[src/hdl/tx_input_fault_defs.vh]
// Constants for the dual transmit character input and fault flag block.
// Assumes inclusion by bare name from the design files of this block.
`ifndef TX_INPUT_FAULT_DEFS_VH
`define TX_INPUT_FAULT_DEFS_VH

// ***************************************************************
// Register byte offsets on the APB
// ***************************************************************
`define OFS_CTRL       12'h000
`define OFS_STATUS     12'h004
`define OFS_CHAR       12'h008
`define OFS_IRQ_STAT   12'h00C
`define OFS_IRQ_CLR    12'h010
`define OFS_IRQ_EN     12'h014

// ***************************************************************
// Control and status field layout, one byte per channel
// ***************************************************************
`define CH_STRIDE      8
`define CTRL_SEL_BIT   0
`define CTRL_BIST_BIT  1
`define CTRL_DRV1_BIT  2
`define CTRL_DRV2_BIT  3
`define CTRL_HALF_BIT  4
`define CTRL_RCTR_BIT  5
`define CTRL_RESET     32'h0000_2E2E
`define ST_FAULT_BIT   0
`define ST_REF_BIT     1
`define ST_PLL_BIT     2
`define ST_LVL_LSB     4
`define CHAR_B_LSB     16

// ***************************************************************
// Interrupt layout, three event bits per channel
// ***************************************************************
`define IRQ_STRIDE     3
`define IRQ_BUF_BIT    0
`define IRQ_PASS_BIT   1
`define IRQ_LOSS_BIT   2
`define IRQ_W          6

// ***************************************************************
// Timing and sizes
// ***************************************************************
`define CLK_PERIOD_NS  50
`define REF_LOSS_NS    1000
`define REF_LOSS_CYC   (`REF_LOSS_NS / `CLK_PERIOD_NS)
`define BIST_LEN       511
`define CHAR_W         10
`define BUF_DEPTH      8
`define LVL_W          4
`define CNT_W          9

`endif

[src/hdl/tx_input_fault.v]
// Dual transmit character input capture and fault flag, with an APB
// register file and one level interrupt.
// Assumes the pins are asynchronous to sys_clk and sampled by it.
//
// What this block does
// - Host presents 10-bit characters for capture.
// - Latch chooses the transmit interface clock.
// - Buffer underflow or overflow raises fault flag.
// - Fault stays high until buffer re-centered.
// - Self-test enable at zero shows test progress.
// - One character-period pulse per 511-character pass.
// - Both drivers off powers PLL down, flag high.
// - Missing reference clock holds fault flag high.
// - Flag follows ref, host clock and re-center events; forcing acts on next sys_clk edge.
// - Select zero uses host clock, else reference.
// - Writing recenter as zero initialises buffer phase.
// - Half-rate reference samples on both edges.
//
// Decided for this implementation: the register offsets and the APB slave port.
`timescale 1ns/100ps
`include "tx_input_fault_defs.vh"

module tx_input_fault #(
  parameter NCH      = 2,               // Transmit channels.
  parameter DEPTH    = `BUF_DEPTH,      // Phase-align buffer depth.
  parameter LOSS_CYC = `REF_LOSS_CYC    // Cycles without ref edge.
) (
  input  wire                 sys_clk,         // System clock, 20 MHz.
  input  wire                 rst_b,           // Async reset, active low.
  input  wire                 psel,            // APB select.
  input  wire                 penable,         // APB enable.
  input  wire                 pwrite,          // APB direction.
  input  wire [11:0]          paddr,           // APB byte address.
  input  wire [31:0]          pwdata,          // APB write data.
  output reg                  pready,          // APB ready.
  output reg  [31:0]          prdata,          // APB read data.
  output reg                  pslverr,         // APB error, unmapped or wrong direction.
  output reg                  irq,             // Level interrupt.
  input  wire [`CHAR_W-1:0]   tx_char_in_a,    // Channel A characters.
  input  wire [`CHAR_W-1:0]   tx_char_in_b,    // Channel B characters.
  input  wire                 tx_if_clk_in_a,  // Channel A host clock.
  input  wire                 tx_if_clk_in_b,  // Channel B host clock.
  input  wire                 ref_clk_in_a,    // Channel A ref clock.
  input  wire                 ref_clk_in_b,    // Channel B ref clock.
  output wire                 tx_fault_flag_a, // Channel A fault flag.
  output wire                 tx_fault_flag_b, // Channel B fault flag.
  output wire [`CHAR_W-1:0]   tx_char_out_a,   // Channel A captured.
  output wire [`CHAR_W-1:0]   tx_char_out_b,   // Channel B captured.
  output wire                 tx_char_vld_a,   // Channel A capture pulse.
  output wire                 tx_char_vld_b    // Channel B capture pulse.
);

  // Constants are cut to the width of the counters they meet, so a
  // comparison never mixes a 32-bit value with a narrow register.
  localparam integer      BIST_LAST  = `BIST_LEN - 1;
  localparam [`LVL_W-1:0] LVL_ONE    = {{(`LVL_W-1){1'b0}}, 1'b1};
  localparam [`LVL_W-1:0] LVL_FULL   = DEPTH[`LVL_W-1:0];
  localparam [`LVL_W-1:0] LVL_CENTER = DEPTH[`LVL_W:1];
  localparam [`CNT_W-1:0] CNT_ONE    = {{(`CNT_W-1){1'b0}}, 1'b1};
  localparam [`CNT_W-1:0] CNT_LAST   = BIST_LAST[`CNT_W-1:0];
  localparam [11:0]       LOSS_ONE   = 12'h001;
  localparam [11:0]       LOSS_MAX   = LOSS_CYC[11:0];
  localparam              SW         = `CHAR_W + 2;

  // ***************************************************************
  // Register file state
  // ***************************************************************
  reg  [31:0]          ctrl_q;
  reg  [`IRQ_W-1:0]    irq_stat_q;
  reg  [`IRQ_W-1:0]    irq_en_q;
  wire [`IRQ_W-1:0]    irq_ev;
  wire [NCH-1:0]       recenter;
  wire [NCH-1:0]       fault;
  wire [NCH-1:0]       ref_ok;
  wire [NCH-1:0]       pll_dn;
  wire [NCH*`LVL_W-1:0]  lvl_bus;
  wire [NCH*`CHAR_W-1:0] char_bus;
  wire [NCH-1:0]       vld_bus;

  wire [NCH*`CHAR_W-1:0] pin_char = {tx_char_in_b, tx_char_in_a};
  wire [NCH-1:0]         pin_ifc  = {tx_if_clk_in_b, tx_if_clk_in_a};
  wire [NCH-1:0]         pin_ref  = {ref_clk_in_b, ref_clk_in_a};

  // A write lands only at the edge where pready is seen high.
  wire acc     = psel & penable;
  wire wr_take = acc & pready & pwrite;
  wire wr_ctrl = wr_take & (paddr == `OFS_CTRL);
  wire wr_clr  = wr_take & (paddr == `OFS_IRQ_CLR);
  wire wr_en   = wr_take & (paddr == `OFS_IRQ_EN);

  // ***************************************************************
  // Per-channel capture, buffer, self-test and fault logic
  // ***************************************************************
  genvar n;
  generate
    for (n = 0; n < NCH; n = n + 1) begin : g_ch
      wire [SW-1:0]     s_now;
      wire [SW-1:0]     s_old;
      reg  [`CHAR_W-1:0] char_q;
      reg               vld_q;
      reg  [`LVL_W-1:0] lvl_q;
      reg               buf_err_q;
      reg  [`CNT_W-1:0] cnt_q;
      reg               pass_q;
      reg  [11:0]       idle_q;
      reg               absent_q;
      reg               fault_q;
      wire              sel_ref;
      wire              st_off;
      wire              half;
      wire              if_rise;
      wire              ref_rise;
      wire              ref_fall;
      wire              char_ev;
      wire              cap_ev;
      wire              wr_ev;
      wire              ovf;
      wire              unf;
      wire              pwr_dn;

      edge_sync #(
        .WIDTH (SW)
      ) u_sync (
        .sys_clk  (sys_clk),
        .rst_b    (rst_b),
        .pin_in   ({pin_char[n*`CHAR_W +: `CHAR_W], pin_ifc[n], pin_ref[n]}),
        .sync_out (s_now),
        .prev_out (s_old)
      );

      assign sel_ref  = ctrl_q[n*`CH_STRIDE + `CTRL_SEL_BIT];
      assign st_off   = ~ctrl_q[n*`CH_STRIDE + `CTRL_BIST_BIT];
      assign half     = ctrl_q[n*`CH_STRIDE + `CTRL_HALF_BIT];
      assign pwr_dn   = ~ctrl_q[n*`CH_STRIDE + `CTRL_DRV1_BIT] &
                        ~ctrl_q[n*`CH_STRIDE + `CTRL_DRV2_BIT];
      // The synchroniser resets to zero, the idle level of every clock
      // pin, so the release of reset never shows a false edge.
      assign if_rise  = s_now[1] & ~s_old[1];
      assign ref_rise = s_now[0] & ~s_old[0];
      assign ref_fall = ~s_now[0] & s_old[0];
      // Half-rate reference carries a character on each edge.
      assign char_ev  = ref_rise | (half & ref_fall);
      // Select zero takes the host clock, otherwise the reference.
      assign cap_ev   = sel_ref ? char_ev : if_rise;
      assign wr_ev    = ~sel_ref & if_rise;
      assign ovf = wr_ev & ~char_ev & (lvl_q == LVL_FULL);
      assign unf = ~wr_ev & char_ev & ~sel_ref & (lvl_q == {`LVL_W{1'b0}});

      // The data stage one cycle older than the edge is sampled, so
      // a host changing data just after its clock edge is not caught.
      always @(posedge sys_clk or negedge rst_b) begin
        if (!rst_b) begin
          char_q <= {`CHAR_W{1'b0}};
          vld_q  <= 1'b0;
        end else begin
          vld_q <= cap_ev;
          if (cap_ev) begin
            char_q <= s_old[SW-1:2];
          end
        end
      end

      // Occupancy model of the phase-align buffer: host clock fills,
      // character clock drains. It idles at center on the ref clock.
      always @(posedge sys_clk or negedge rst_b) begin
        if (!rst_b) begin
          lvl_q     <= LVL_CENTER;
          buf_err_q <= 1'b0;
        end else begin
          if (recenter[n] || sel_ref) begin
            lvl_q <= LVL_CENTER;
          end else if (wr_ev && !char_ev && !ovf) begin
            lvl_q <= lvl_q + LVL_ONE;
          end else if (char_ev && !wr_ev && !unf) begin
            lvl_q <= lvl_q - LVL_ONE;
          end
          // A fresh error beats a re-center in the same cycle.
          if (ovf || unf) begin
            buf_err_q <= 1'b1;
          end else if (recenter[n]) begin
            buf_err_q <= 1'b0;
          end
        end
      end

      // Self-test pass counter, one step per character clock.
      always @(posedge sys_clk or negedge rst_b) begin
        if (!rst_b) begin
          cnt_q  <= {`CNT_W{1'b0}};
          pass_q <= 1'b0;
        end else if (!st_off) begin
          cnt_q  <= {`CNT_W{1'b0}};
          pass_q <= 1'b0;
        end else if (char_ev) begin
          pass_q <= (cnt_q == CNT_LAST);
          cnt_q  <= (cnt_q == CNT_LAST) ? {`CNT_W{1'b0}} : cnt_q + CNT_ONE;
        end
      end

      // Reference watchdog: no edge for LOSS_CYC cycles means absent.
      always @(posedge sys_clk or negedge rst_b) begin
        if (!rst_b) begin
          idle_q   <= {12{1'b0}};
          absent_q <= 1'b1;
        end else if (ref_rise || ref_fall) begin
          idle_q   <= {12{1'b0}};
          absent_q <= 1'b0;
        end else if (idle_q >= LOSS_MAX) begin
          absent_q <= 1'b1;
        end else begin
          idle_q <= idle_q + LOSS_ONE;
        end
      end

      // Forcing terms act on the next sys_clk edge regardless of the
      // reference; the status terms move with reference, host clock and re-center events.
      always @(posedge sys_clk or negedge rst_b) begin
        if (!rst_b) begin
          fault_q <= 1'b1;
        end else if (pwr_dn || absent_q) begin
          fault_q <= 1'b1;
        end else if (st_off) begin
          fault_q <= pass_q;
        end else begin
          fault_q <= buf_err_q;
        end
      end

      assign fault[n]  = fault_q;
      assign ref_ok[n] = ~absent_q;
      assign pll_dn[n] = pwr_dn;
      assign vld_bus[n] = vld_q;
      assign lvl_bus[n*`LVL_W +: `LVL_W]   = lvl_q;
      assign char_bus[n*`CHAR_W +: `CHAR_W] = char_q;
      assign irq_ev[n*`IRQ_STRIDE + `IRQ_BUF_BIT]  = ovf | unf;
      assign irq_ev[n*`IRQ_STRIDE + `IRQ_PASS_BIT] = char_ev & st_off &
                                                     (cnt_q == CNT_LAST);
      assign irq_ev[n*`IRQ_STRIDE + `IRQ_LOSS_BIT] = ~absent_q &
        ~(ref_rise | ref_fall) & (idle_q >= LOSS_MAX);
      // Re-center fires when software writes the latch bit as zero.
      assign recenter[n] = wr_ctrl &
        ~pwdata[n*`CH_STRIDE + `CTRL_RCTR_BIT];
    end
  endgenerate

  assign tx_fault_flag_a = fault[0];
  assign tx_fault_flag_b = fault[1];
  assign tx_char_out_a   = char_bus[0 +: `CHAR_W];
  assign tx_char_out_b   = char_bus[`CHAR_W +: `CHAR_W];
  assign tx_char_vld_a   = vld_bus[0];
  assign tx_char_vld_b   = vld_bus[1];

  // ***************************************************************
  // Status word assembly
  // ***************************************************************
  reg [31:0] status_w;
  reg [31:0] char_w;
  integer k;
  always @* begin
    status_w = 32'h0000_0000;
    char_w   = 32'h0000_0000;
    for (k = 0; k < NCH; k = k + 1) begin
      status_w[k*`CH_STRIDE + `ST_FAULT_BIT] = fault[k];
      status_w[k*`CH_STRIDE + `ST_REF_BIT]   = ref_ok[k];
      status_w[k*`CH_STRIDE + `ST_PLL_BIT]   = pll_dn[k];
      status_w[k*`CH_STRIDE + `ST_LVL_LSB +: `LVL_W] =
        lvl_bus[k*`LVL_W +: `LVL_W];
    end
    char_w[`CHAR_W-1:0] = char_bus[0 +: `CHAR_W];
    char_w[`CHAR_B_LSB +: `CHAR_W] = char_bus[`CHAR_W +: `CHAR_W];
  end

  // ***************************************************************
  // APB slave: one wait state, registered answer
  // ***************************************************************
  // A refused write answers with an error and leaves all state alone.
  reg [31:0] rdata_d;
  reg        err_d;
  always @* begin
    rdata_d = 32'h0000_0000;
    err_d   = 1'b0;
    if (paddr == `OFS_CTRL) begin
      rdata_d = ctrl_q;
    end else if (paddr == `OFS_STATUS) begin
      rdata_d = status_w;
      err_d   = pwrite;
    end else if (paddr == `OFS_CHAR) begin
      rdata_d = char_w;
      err_d   = pwrite;
    end else if (paddr == `OFS_IRQ_STAT) begin
      rdata_d = {{(32-`IRQ_W){1'b0}}, irq_stat_q};
      err_d   = pwrite;
    end else if (paddr == `OFS_IRQ_CLR) begin
      err_d   = ~pwrite;
    end else if (paddr == `OFS_IRQ_EN) begin
      rdata_d = {{(32-`IRQ_W){1'b0}}, irq_en_q};
    end else begin
      err_d   = 1'b1;
    end
  end

  // The answer is registered so every bus output is a flip-flop;
  // the price is one wait state on every access.
  always @(posedge sys_clk or negedge rst_b) begin
    if (!rst_b) begin
      pready  <= 1'b0;
      prdata  <= 32'h0000_0000;
      pslverr <= 1'b0;
    end else begin
      pready <= acc & ~pready;
      if (acc && !pready) begin
        prdata  <= pwrite ? 32'h0000_0000 : rdata_d;
        pslverr <= err_d;
      end else begin
        prdata  <= 32'h0000_0000;
        pslverr <= 1'b0;
      end
    end
  end

  // ***************************************************************
  // Control, interrupt status, clear and enable
  // ***************************************************************
  always @(posedge sys_clk or negedge rst_b) begin
    if (!rst_b) begin
      ctrl_q     <= `CTRL_RESET;
      irq_stat_q <= {`IRQ_W{1'b0}};
      irq_en_q   <= {`IRQ_W{1'b0}};
      irq        <= 1'b0;
    end else begin
      if (wr_ctrl) begin
        ctrl_q <= pwdata;
      end
      if (wr_en) begin
        irq_en_q <= pwdata[`IRQ_W-1:0];
      end
      // New events win over a clear in the same cycle.
      irq_stat_q <= (irq_stat_q & ~(wr_clr ? pwdata[`IRQ_W-1:0] :
                    {`IRQ_W{1'b0}})) | irq_ev;
      // Registered, so the interrupt trails the status by one cycle.
      irq <= |(irq_stat_q & irq_en_q);
    end
  end

endmodule // tx_input_fault

[src/hdl/edge_sync.v]
// Two flip-flop synchroniser for a bus of pins, plus a third stage
// that holds the previous synchronised value for edge finding.
// Assumes every bit arrives from outside the sys_clk domain.
`timescale 1ns/100ps
`include "tx_input_fault_defs.vh"

module edge_sync #(
  parameter WIDTH = 12
) (
  input  wire             sys_clk,   // System clock.
  input  wire             rst_b,     // Asynchronous reset, active low.
  input  wire [WIDTH-1:0] pin_in,    // Asynchronous pins.
  output wire [WIDTH-1:0] sync_out,  // Synchronised value.
  output wire [WIDTH-1:0] prev_out   // Synchronised value, one cycle old.
);

  reg [WIDTH-1:0] meta_q;
  reg [WIDTH-1:0] sync_q;
  reg [WIDTH-1:0] prev_q;

  // The first stage feeds only the second stage.
  always @(posedge sys_clk or negedge rst_b) begin
    if (!rst_b) begin
      meta_q <= {WIDTH{1'b0}};
      sync_q <= {WIDTH{1'b0}};
      prev_q <= {WIDTH{1'b0}};
    end else begin
      meta_q <= pin_in;
      sync_q <= meta_q;
      prev_q <= sync_q;
    end
  end

  assign sync_out = sync_q;
  assign prev_out = prev_q;

endmodule // edge_sync

[config.mk]
export PLATFORM = sky130hd
export DESIGN_NAME = tx_input_fault
export DESIGN_NICKNAME = d
export VERILOG_FILES = /design/src/hdl/tx_input_fault.v /design/src/hdl/edge_sync.v
export VERILOG_INCLUDE_DIRS = /design/src /design/src/hdl
export SDC_FILE = /design/constraint.sdc
export NUM_CORES = 1
export LEC_CHECK = 0
export BUFFER_PORTS_ARGS = -buffer_cell sky130_fd_sc_hd__buf_4
export CAP_MARGIN = 5
export CORE_UTILIZATION = 55
export DETAILED_ROUTE_END_ITERATION = 6
export PLACE_DENSITY = 0.77
export SYNTH_ARGS = -nofsm -noshare
export SYNTH_HDL_FRONTEND = slang
export SYNTH_SLANG_ARGS = --single-unit
[constraint.sdc]
create_clock -name sys_clk -period 3.1 [get_ports sys_clk]
set_input_delay 0.465 -clock sys_clk [delete_from_list [all_inputs] [get_ports sys_clk]]
set_output_delay 0.465 -clock sys_clk [all_outputs]
set_load 0.005 [all_outputs]
# After elaboration in Yosys (flattened, before gate mapping)

Cells that the tools add are included.

Register bits after elaboration: 231
Latch bits: 0
RAM bits: 0
ROM bits: 0
Output and inout port bits: 59
Logic and storage cells: 215
Memories kept: 0

Add/sub/neg operators: 8
Multiply operators: 0
Divide/modulo/power cells: 0
$lt $le $gt $ge: 2
Equal/unequal tests: 11
Shift operators: 0
Multiplexer cells: 50
Bitwise gates (word level): 75
Reduce and logical (&&, ||, !) cells: 38

Operators by type and width:

| operator                | number |
|---|---|
| $mux W32                | 3 |
| $mux W9                 | 6 |
| $mux W26                | 2 |
| $mux W12                | 4 |
| $and A1 B1 Y1           | 39 |
| $not A1 Y1              | 26 |
| $mux W1                 | 25 |
| $add A12 B1 Y12 const B | 2 |
| $eq A12 B4 Y1 const B   | 2 |
| $eq A12 B5 Y1 const B   | 2 |
| $ge A12 B5 Y1 const B   | 2 |
| $mux W4                 | 6 |
| $mux W6                 | 4 |
| $add A9 B1 Y9 const B   | 2 |
| $eq A9 B9 Y1 const B    | 2 |
| $and A6 B6 Y6           | 2 |
| $eq A12 B3 Y1 const B   | 1 |
| $logic_not A12 Y1       | 1 |
| $reduce_bool A2 Y1      | 6 |
| $logic_and A1 B1 Y1     | 9 |
| $logic_not A1 Y1        | 9 |
| $add A4 B1 Y4 const B   | 2 |
| $eq A4 B4 Y1 const B    | 2 |
| $logic_not A4 Y1        | 2 |
| 8 further kinds         | 23 |

# Logic depth before layout (Yosys ltp)

Depth in word-level cells: 12
Depth in mapped cells: 11

# Hierarchy

Synthesis repeated with hierarchy kept, for this count alone.

Cells, all modules: 751
Area, all modules: 9437.8 um2

By module, submodules not included:

| module         | instances | cells each | area each (um2) |
|---|---|---|---|
| tx_input_fault | 1         | 679        | 7636.1 |
| edge_sync      | 2         | 36         | 900.9 |

# Worst setup path after synthesis

Ideal clock, no wire load.

Kind: register to register
From: reg g_ch[1].u_sync.sync_q[0]
To: reg g_ch[1].lvl_q[3]
Data arrival time: 2692 ps
Required time: 3018 ps
Setup slack: 326 ps
Cell stages (with the launch flop): 12
Path buffers: 2
Clock period less this slack: 2774 ps
Path through: dfrtp_1 inv_1 ha_1 a21oi_1 clkbuf_1 clkbuf_1 nand3_1 ha_1 a21oi_1 nand2_1 or4_1 a31oi_1

Longest elaborated chain between the ends: 11

Ends and longest elaborated chain:

| item                       | RTL line             | RTL |
|---|---|---|
| from (decl)                | edge_sync.v:18       | `reg [WIDTH-1:0] sync_q;` |
| from (signal assigned)     | edge_sync.v:25       | `sync_q <= {WIDTH{1'b0}};` |
| from (signal assigned)     | edge_sync.v:29       | `sync_q <= meta_q;` |
| $not A1 Y1                 | tx_input_fault.v:140 | `assign ref_fall = ~s_now[0] & s_old[0];` |
| $and A1 B1 Y1              | tx_input_fault.v:140 |  |
| $and A1 B1 Y1              | tx_input_fault.v:142 | `assign char_ev = ref_rise \| (half & ref_fall);` |
| $or A1 B1 Y1 (*)           | tx_input_fault.v:142 |  |
| $not A1 Y1                 | tx_input_fault.v:146 | `assign ovf = wr_ev & ~char_ev & (lvl_q == LVL_FULL);` |
| $and A1 B1 Y1 (2 in a row) | tx_input_fault.v:146 |  |
| $logic_not A1 Y1           | tx_input_fault.v:172 | `end else if (wr_ev && !char_ev && !ovf) begin` |
| $logic_and A1 B1 Y1        | tx_input_fault.v:172 |  |
| $mux W4                    | tx_input_fault.v:172 |  |
| $mux W4                    | tx_input_fault.v:170 | `if (recenter[n] \|\| sel_ref) begin` |
| to (signal assigned)       | tx_input_fault.v:173 | `lvl_q <= lvl_q + LVL_ONE;` |
| to (signal assigned)       | tx_input_fault.v:175 | `lvl_q <= lvl_q - LVL_ONE;` |
| to (decl)                  | tx_input_fault.v:101 | `` reg [`LVL_W-1:0] lvl_q; `` |

Every way passes the cells marked *; elsewhere a longest branch is shown, timed or not.
A chain may end at the register's enable or synchronous reset.

# Final worst setup path

From: reg g_ch[1].lvl_q[1]
To: reg g_ch[1].lvl_q[3]

Longest elaborated chain between the ends: 6

Ends and longest elaborated chain:

| item |
|---|
| branches (longest 6 deep; another with $sub A4 B1 Y4) |

Parallel ways; which one is timed is not known. The select of a mux whose other input is x is not followed.

==> metrics.txt <==
startpoint of the lowest-slack register-to-register path g_ch[1].lvl_q[1]; most used standard cell by instance count after synthesis dfrtp_1; Post-synth top flop dfrtp_1; post-synthesis instance total 740; number of warnings reported in the yosys synthesis log 0; pre-CTS setup slack 0.515 ns; die area 17,400 um^2; clock transition time at the flip-flop clock pins of the worst setup and hold paths 0.06 ns; Clock Latency Late Sink 0.52 ns; final critical path time including I/O delays and setup 2.61 ns; worst-path cell chain or4b_2 > nand3_1 > ha_1 > a21oi_1 > nand2_1 > or4_1 > a31oi_1; Final Worst Setup Slack 0.493 ns; Yosys reg bits 231; commonest cells in the netlist 217 x dfrtp_1, 58 x mux2_2, 49 x nor2_1; count of flip-flops with a built-in enable after synthesis 0; peak supply drop 0.566 mV; first-iteration detailed-routing DRC count 436; worst hold path startpoint tx_char_in_b[8]; Worst Tran Pin Value 0.866 ns; result of the run complete, no violations; H-tree depth 1; detailed route wirelength on metal2 ~9800 um; cell area reported after detailed placement 10,500 um^2; data arrival time of the critical path 3.05 ns; number of placed cells counting well taps 1,069; area share of the largest cell type after synthesis 58.5%; required time at the endpoint of the critical path around 3.5 ns; vias in the first global route 6,359; Root Driver clkbuf_16; Max-Slew Margin vs Limit 42.1%; largest fanout on the critical path 6; number of vias in the routed layout 6,317; number of remaining DRC errors 0; unrepaired setup endpoints after global routing false; pin count of the biggest net entering global routing 86; Post-CTS Resized 0; Initial Utilization a little under three fifths; number of antenna violations at the first check in global routing 0; async set or reset register ratio after synthesis 100%; part of the cycle the worst path needs around 84%; Area growth syn-to-layout 23.0%; DIE WIDTH 132 um; Initial DRT Pass Iterations 5; detailed-placement wirelength estimate 13,800 um; CTS buffer count 23; overall die height roughly 130 um; GR Overflow Total 0; synthesized cell area 9280 um^2; Post-Syn Nets 831; Static Leak about 5.4 nW; Final #Nets 966; total non-filler cell area in the finished layout 11,400 um^2; PwrDens ~670 nW/um^2; antenna violation net count after detailed routing 0; startpoint type of the worst setup path flop; reported max-cap violation count 0; Metal-1 WL 8750 um; global-route wire length before repair 32,800 um; number of buffers on the longest clock path 3; via/cell ratio 5.68; total setup violations reported at the end of the flow 0; proportion of synthesized chip area in sequential cells 62.5%; cell types with the largest area share after synthesis dfrtp_1 59%, mux2_2 7.0%, dfstp_2 4.0%; Total Wirelength 20,200 um; placement row count 47; post-route setup TNS 0 ns; dominant cell type by area after synthesis dfrtp_1; total design power 7.65 mW; weighted congestion reported at the end of routability-driven placement 0.869; diode insertion count for antenna repair 0; non-filler cells in the finished layout 1,112; Worst Setup Path Type flop to flop; launch point of the worst path g_ch[1].lvl_q[1]; post-synthesis cell type count 57; number of fill cells 1,129; top metal layer carrying routed signals met4; Routed wire per std cell 18.2 um; met3 wire length 1210 um; number of top-level pins 132; Largest stage delay, worst path 0.73 ns; clock tree from TritonCTS yes; skew final about 0.014 ns; max-slew violations 0; Hold Path Class input port to flop; Slowest-stage cell, CP or4b_2; post-synthesis average cell area 12.5 um^2; Global Route Usage Sum 23.6%; share of post-route cells with drive strength above 1 30.0%; peak clock frequency supported by timing 384 MHz; Crit. End Element flop; final number of hold-violating endpoints 0; clock sinks 231; core region area 16,500 um^2; I/O Buffers about 130
[placed cells by master, fill, tap and decap left out, types with 5 or more instances in the layout]
cell,count
bufinv_16,6
clkbuf_8,6
buf_4,138
xor2_1,5
nor2_1,49
ha_1,16
inv_1,20
a32o_1,7
dfstp_2,14
nand2_1,32
xnor2_1,6
a21o_1,9
clkbuf_16,23
nor2b_1,16
mux2i_1,25
nand4_1,19
dfrtp_1,217
nand2b_1,11
a21oi_1,29
or4_1,6
nor3_1,9
nand3_1,28
a31oi_1,8
a22oi_1,6
mux2_2,58
o21ai_0,16
and2_1,28
and3_1,8
[cells by family (layout without fill, tap and decap cells)]
group | after synthesis | count (layout) | synth area share (%)
simple gates | 238 | 238 | 14.2
flops | 231 | 231 | 62.5
compound gates | 107 | 107 | 7.73
mux | 83 | 83 | 9.73
buf+inv | 52 | 204 | 2.26
fa+ha+maj | 18 | 18 | 2.59
xor+xnor | 11 | 11 | 1.04
[final cells by class]
cell class / count / area [um^2] / share of cell area (%)
multi-input combinational: 457 / 3270 / 28.7
sequential: 231 / 5800 / 50.8
clock buffer: 29 / 658 / 5.76
inverter: 20 / 75.1 / 0.657
tap: 220 / 275 / 2.41
clock inverter: 13 / 239 / 2.09
timing repair buffer: 142 / 1100 / 9.64
[path summary, 6_finish.rpt]
path                                               to  slack, ns  depth (start not counted)
setup / recovery                     g_ch[1].lvl_q[3]       0.49                          7
hold / removal              g_ch[1].u_sync.meta_q[10]       0.05                          1
setup reg to reg                     g_ch[1].lvl_q[3]       0.49                          7
hold reg to reg            g_ch[1].u_sync.prev_out[5]       0.35                          0
max in group asynchronous  g_ch[0].u_sync.sync_out[5]       1.72                          3
min in group asynchronous            g_ch[0].cnt_q[4]       0.52                          2
[worst max-delay path: cells and delay by family, from the launching register on]
kind | cells | cell delay [ns]
simple gates | 4 | 1.39
fa+ha+maj | 1 | 0.29
flops | 1 | 0.44
compound gates | 2 | 0.41
[flip-flops by register name, indices dropped and copies added, names as in the netlist, 6 cells and up]
register,cells
irq_en_q,6
g_ch.u_sync.prev_out,24
g_ch.lvl_q,8
g_ch.cnt_q,18
tx_char_out_b,10
g_ch.u_sync.sync_out,24
ctrl_q,32
prdata,32
g_ch.idle_q,24
irq_stat_q,6
tx_char_out_a,10
g_ch.u_sync.meta_q,24
[per-stage QoR]
stage	hold slack [ns]	util (%)
after floorplan	0.169	-
after global placement	0.332	63.6
after detailed placement	0.335	63.6
after CTS	0.0285	69.1
after global routing	0.0267	69.1
final	0.0458	69.1
[what timing repair did]
item | in CTS | in global routing
hold buffers | 1 | 0
buffers inserted | 0 | 0
endpoints found under the hold margin | 76 | 0
[power breakdown]
part           total (mW)  internal [mW]  switching, mW
clock network        3.19           2.02           1.17
logic               0.938          0.451          0.487
registers            3.52           3.26          0.257
[routing by layer]
layer	up-vias	global-route usage (%)
met4	0	7.36
met2	250	38.2
met3	40	4.00
met5	-	0
met1	3143	33.0
li1	2884	-
Note: power is estimated with default switching activity, not from simulation.
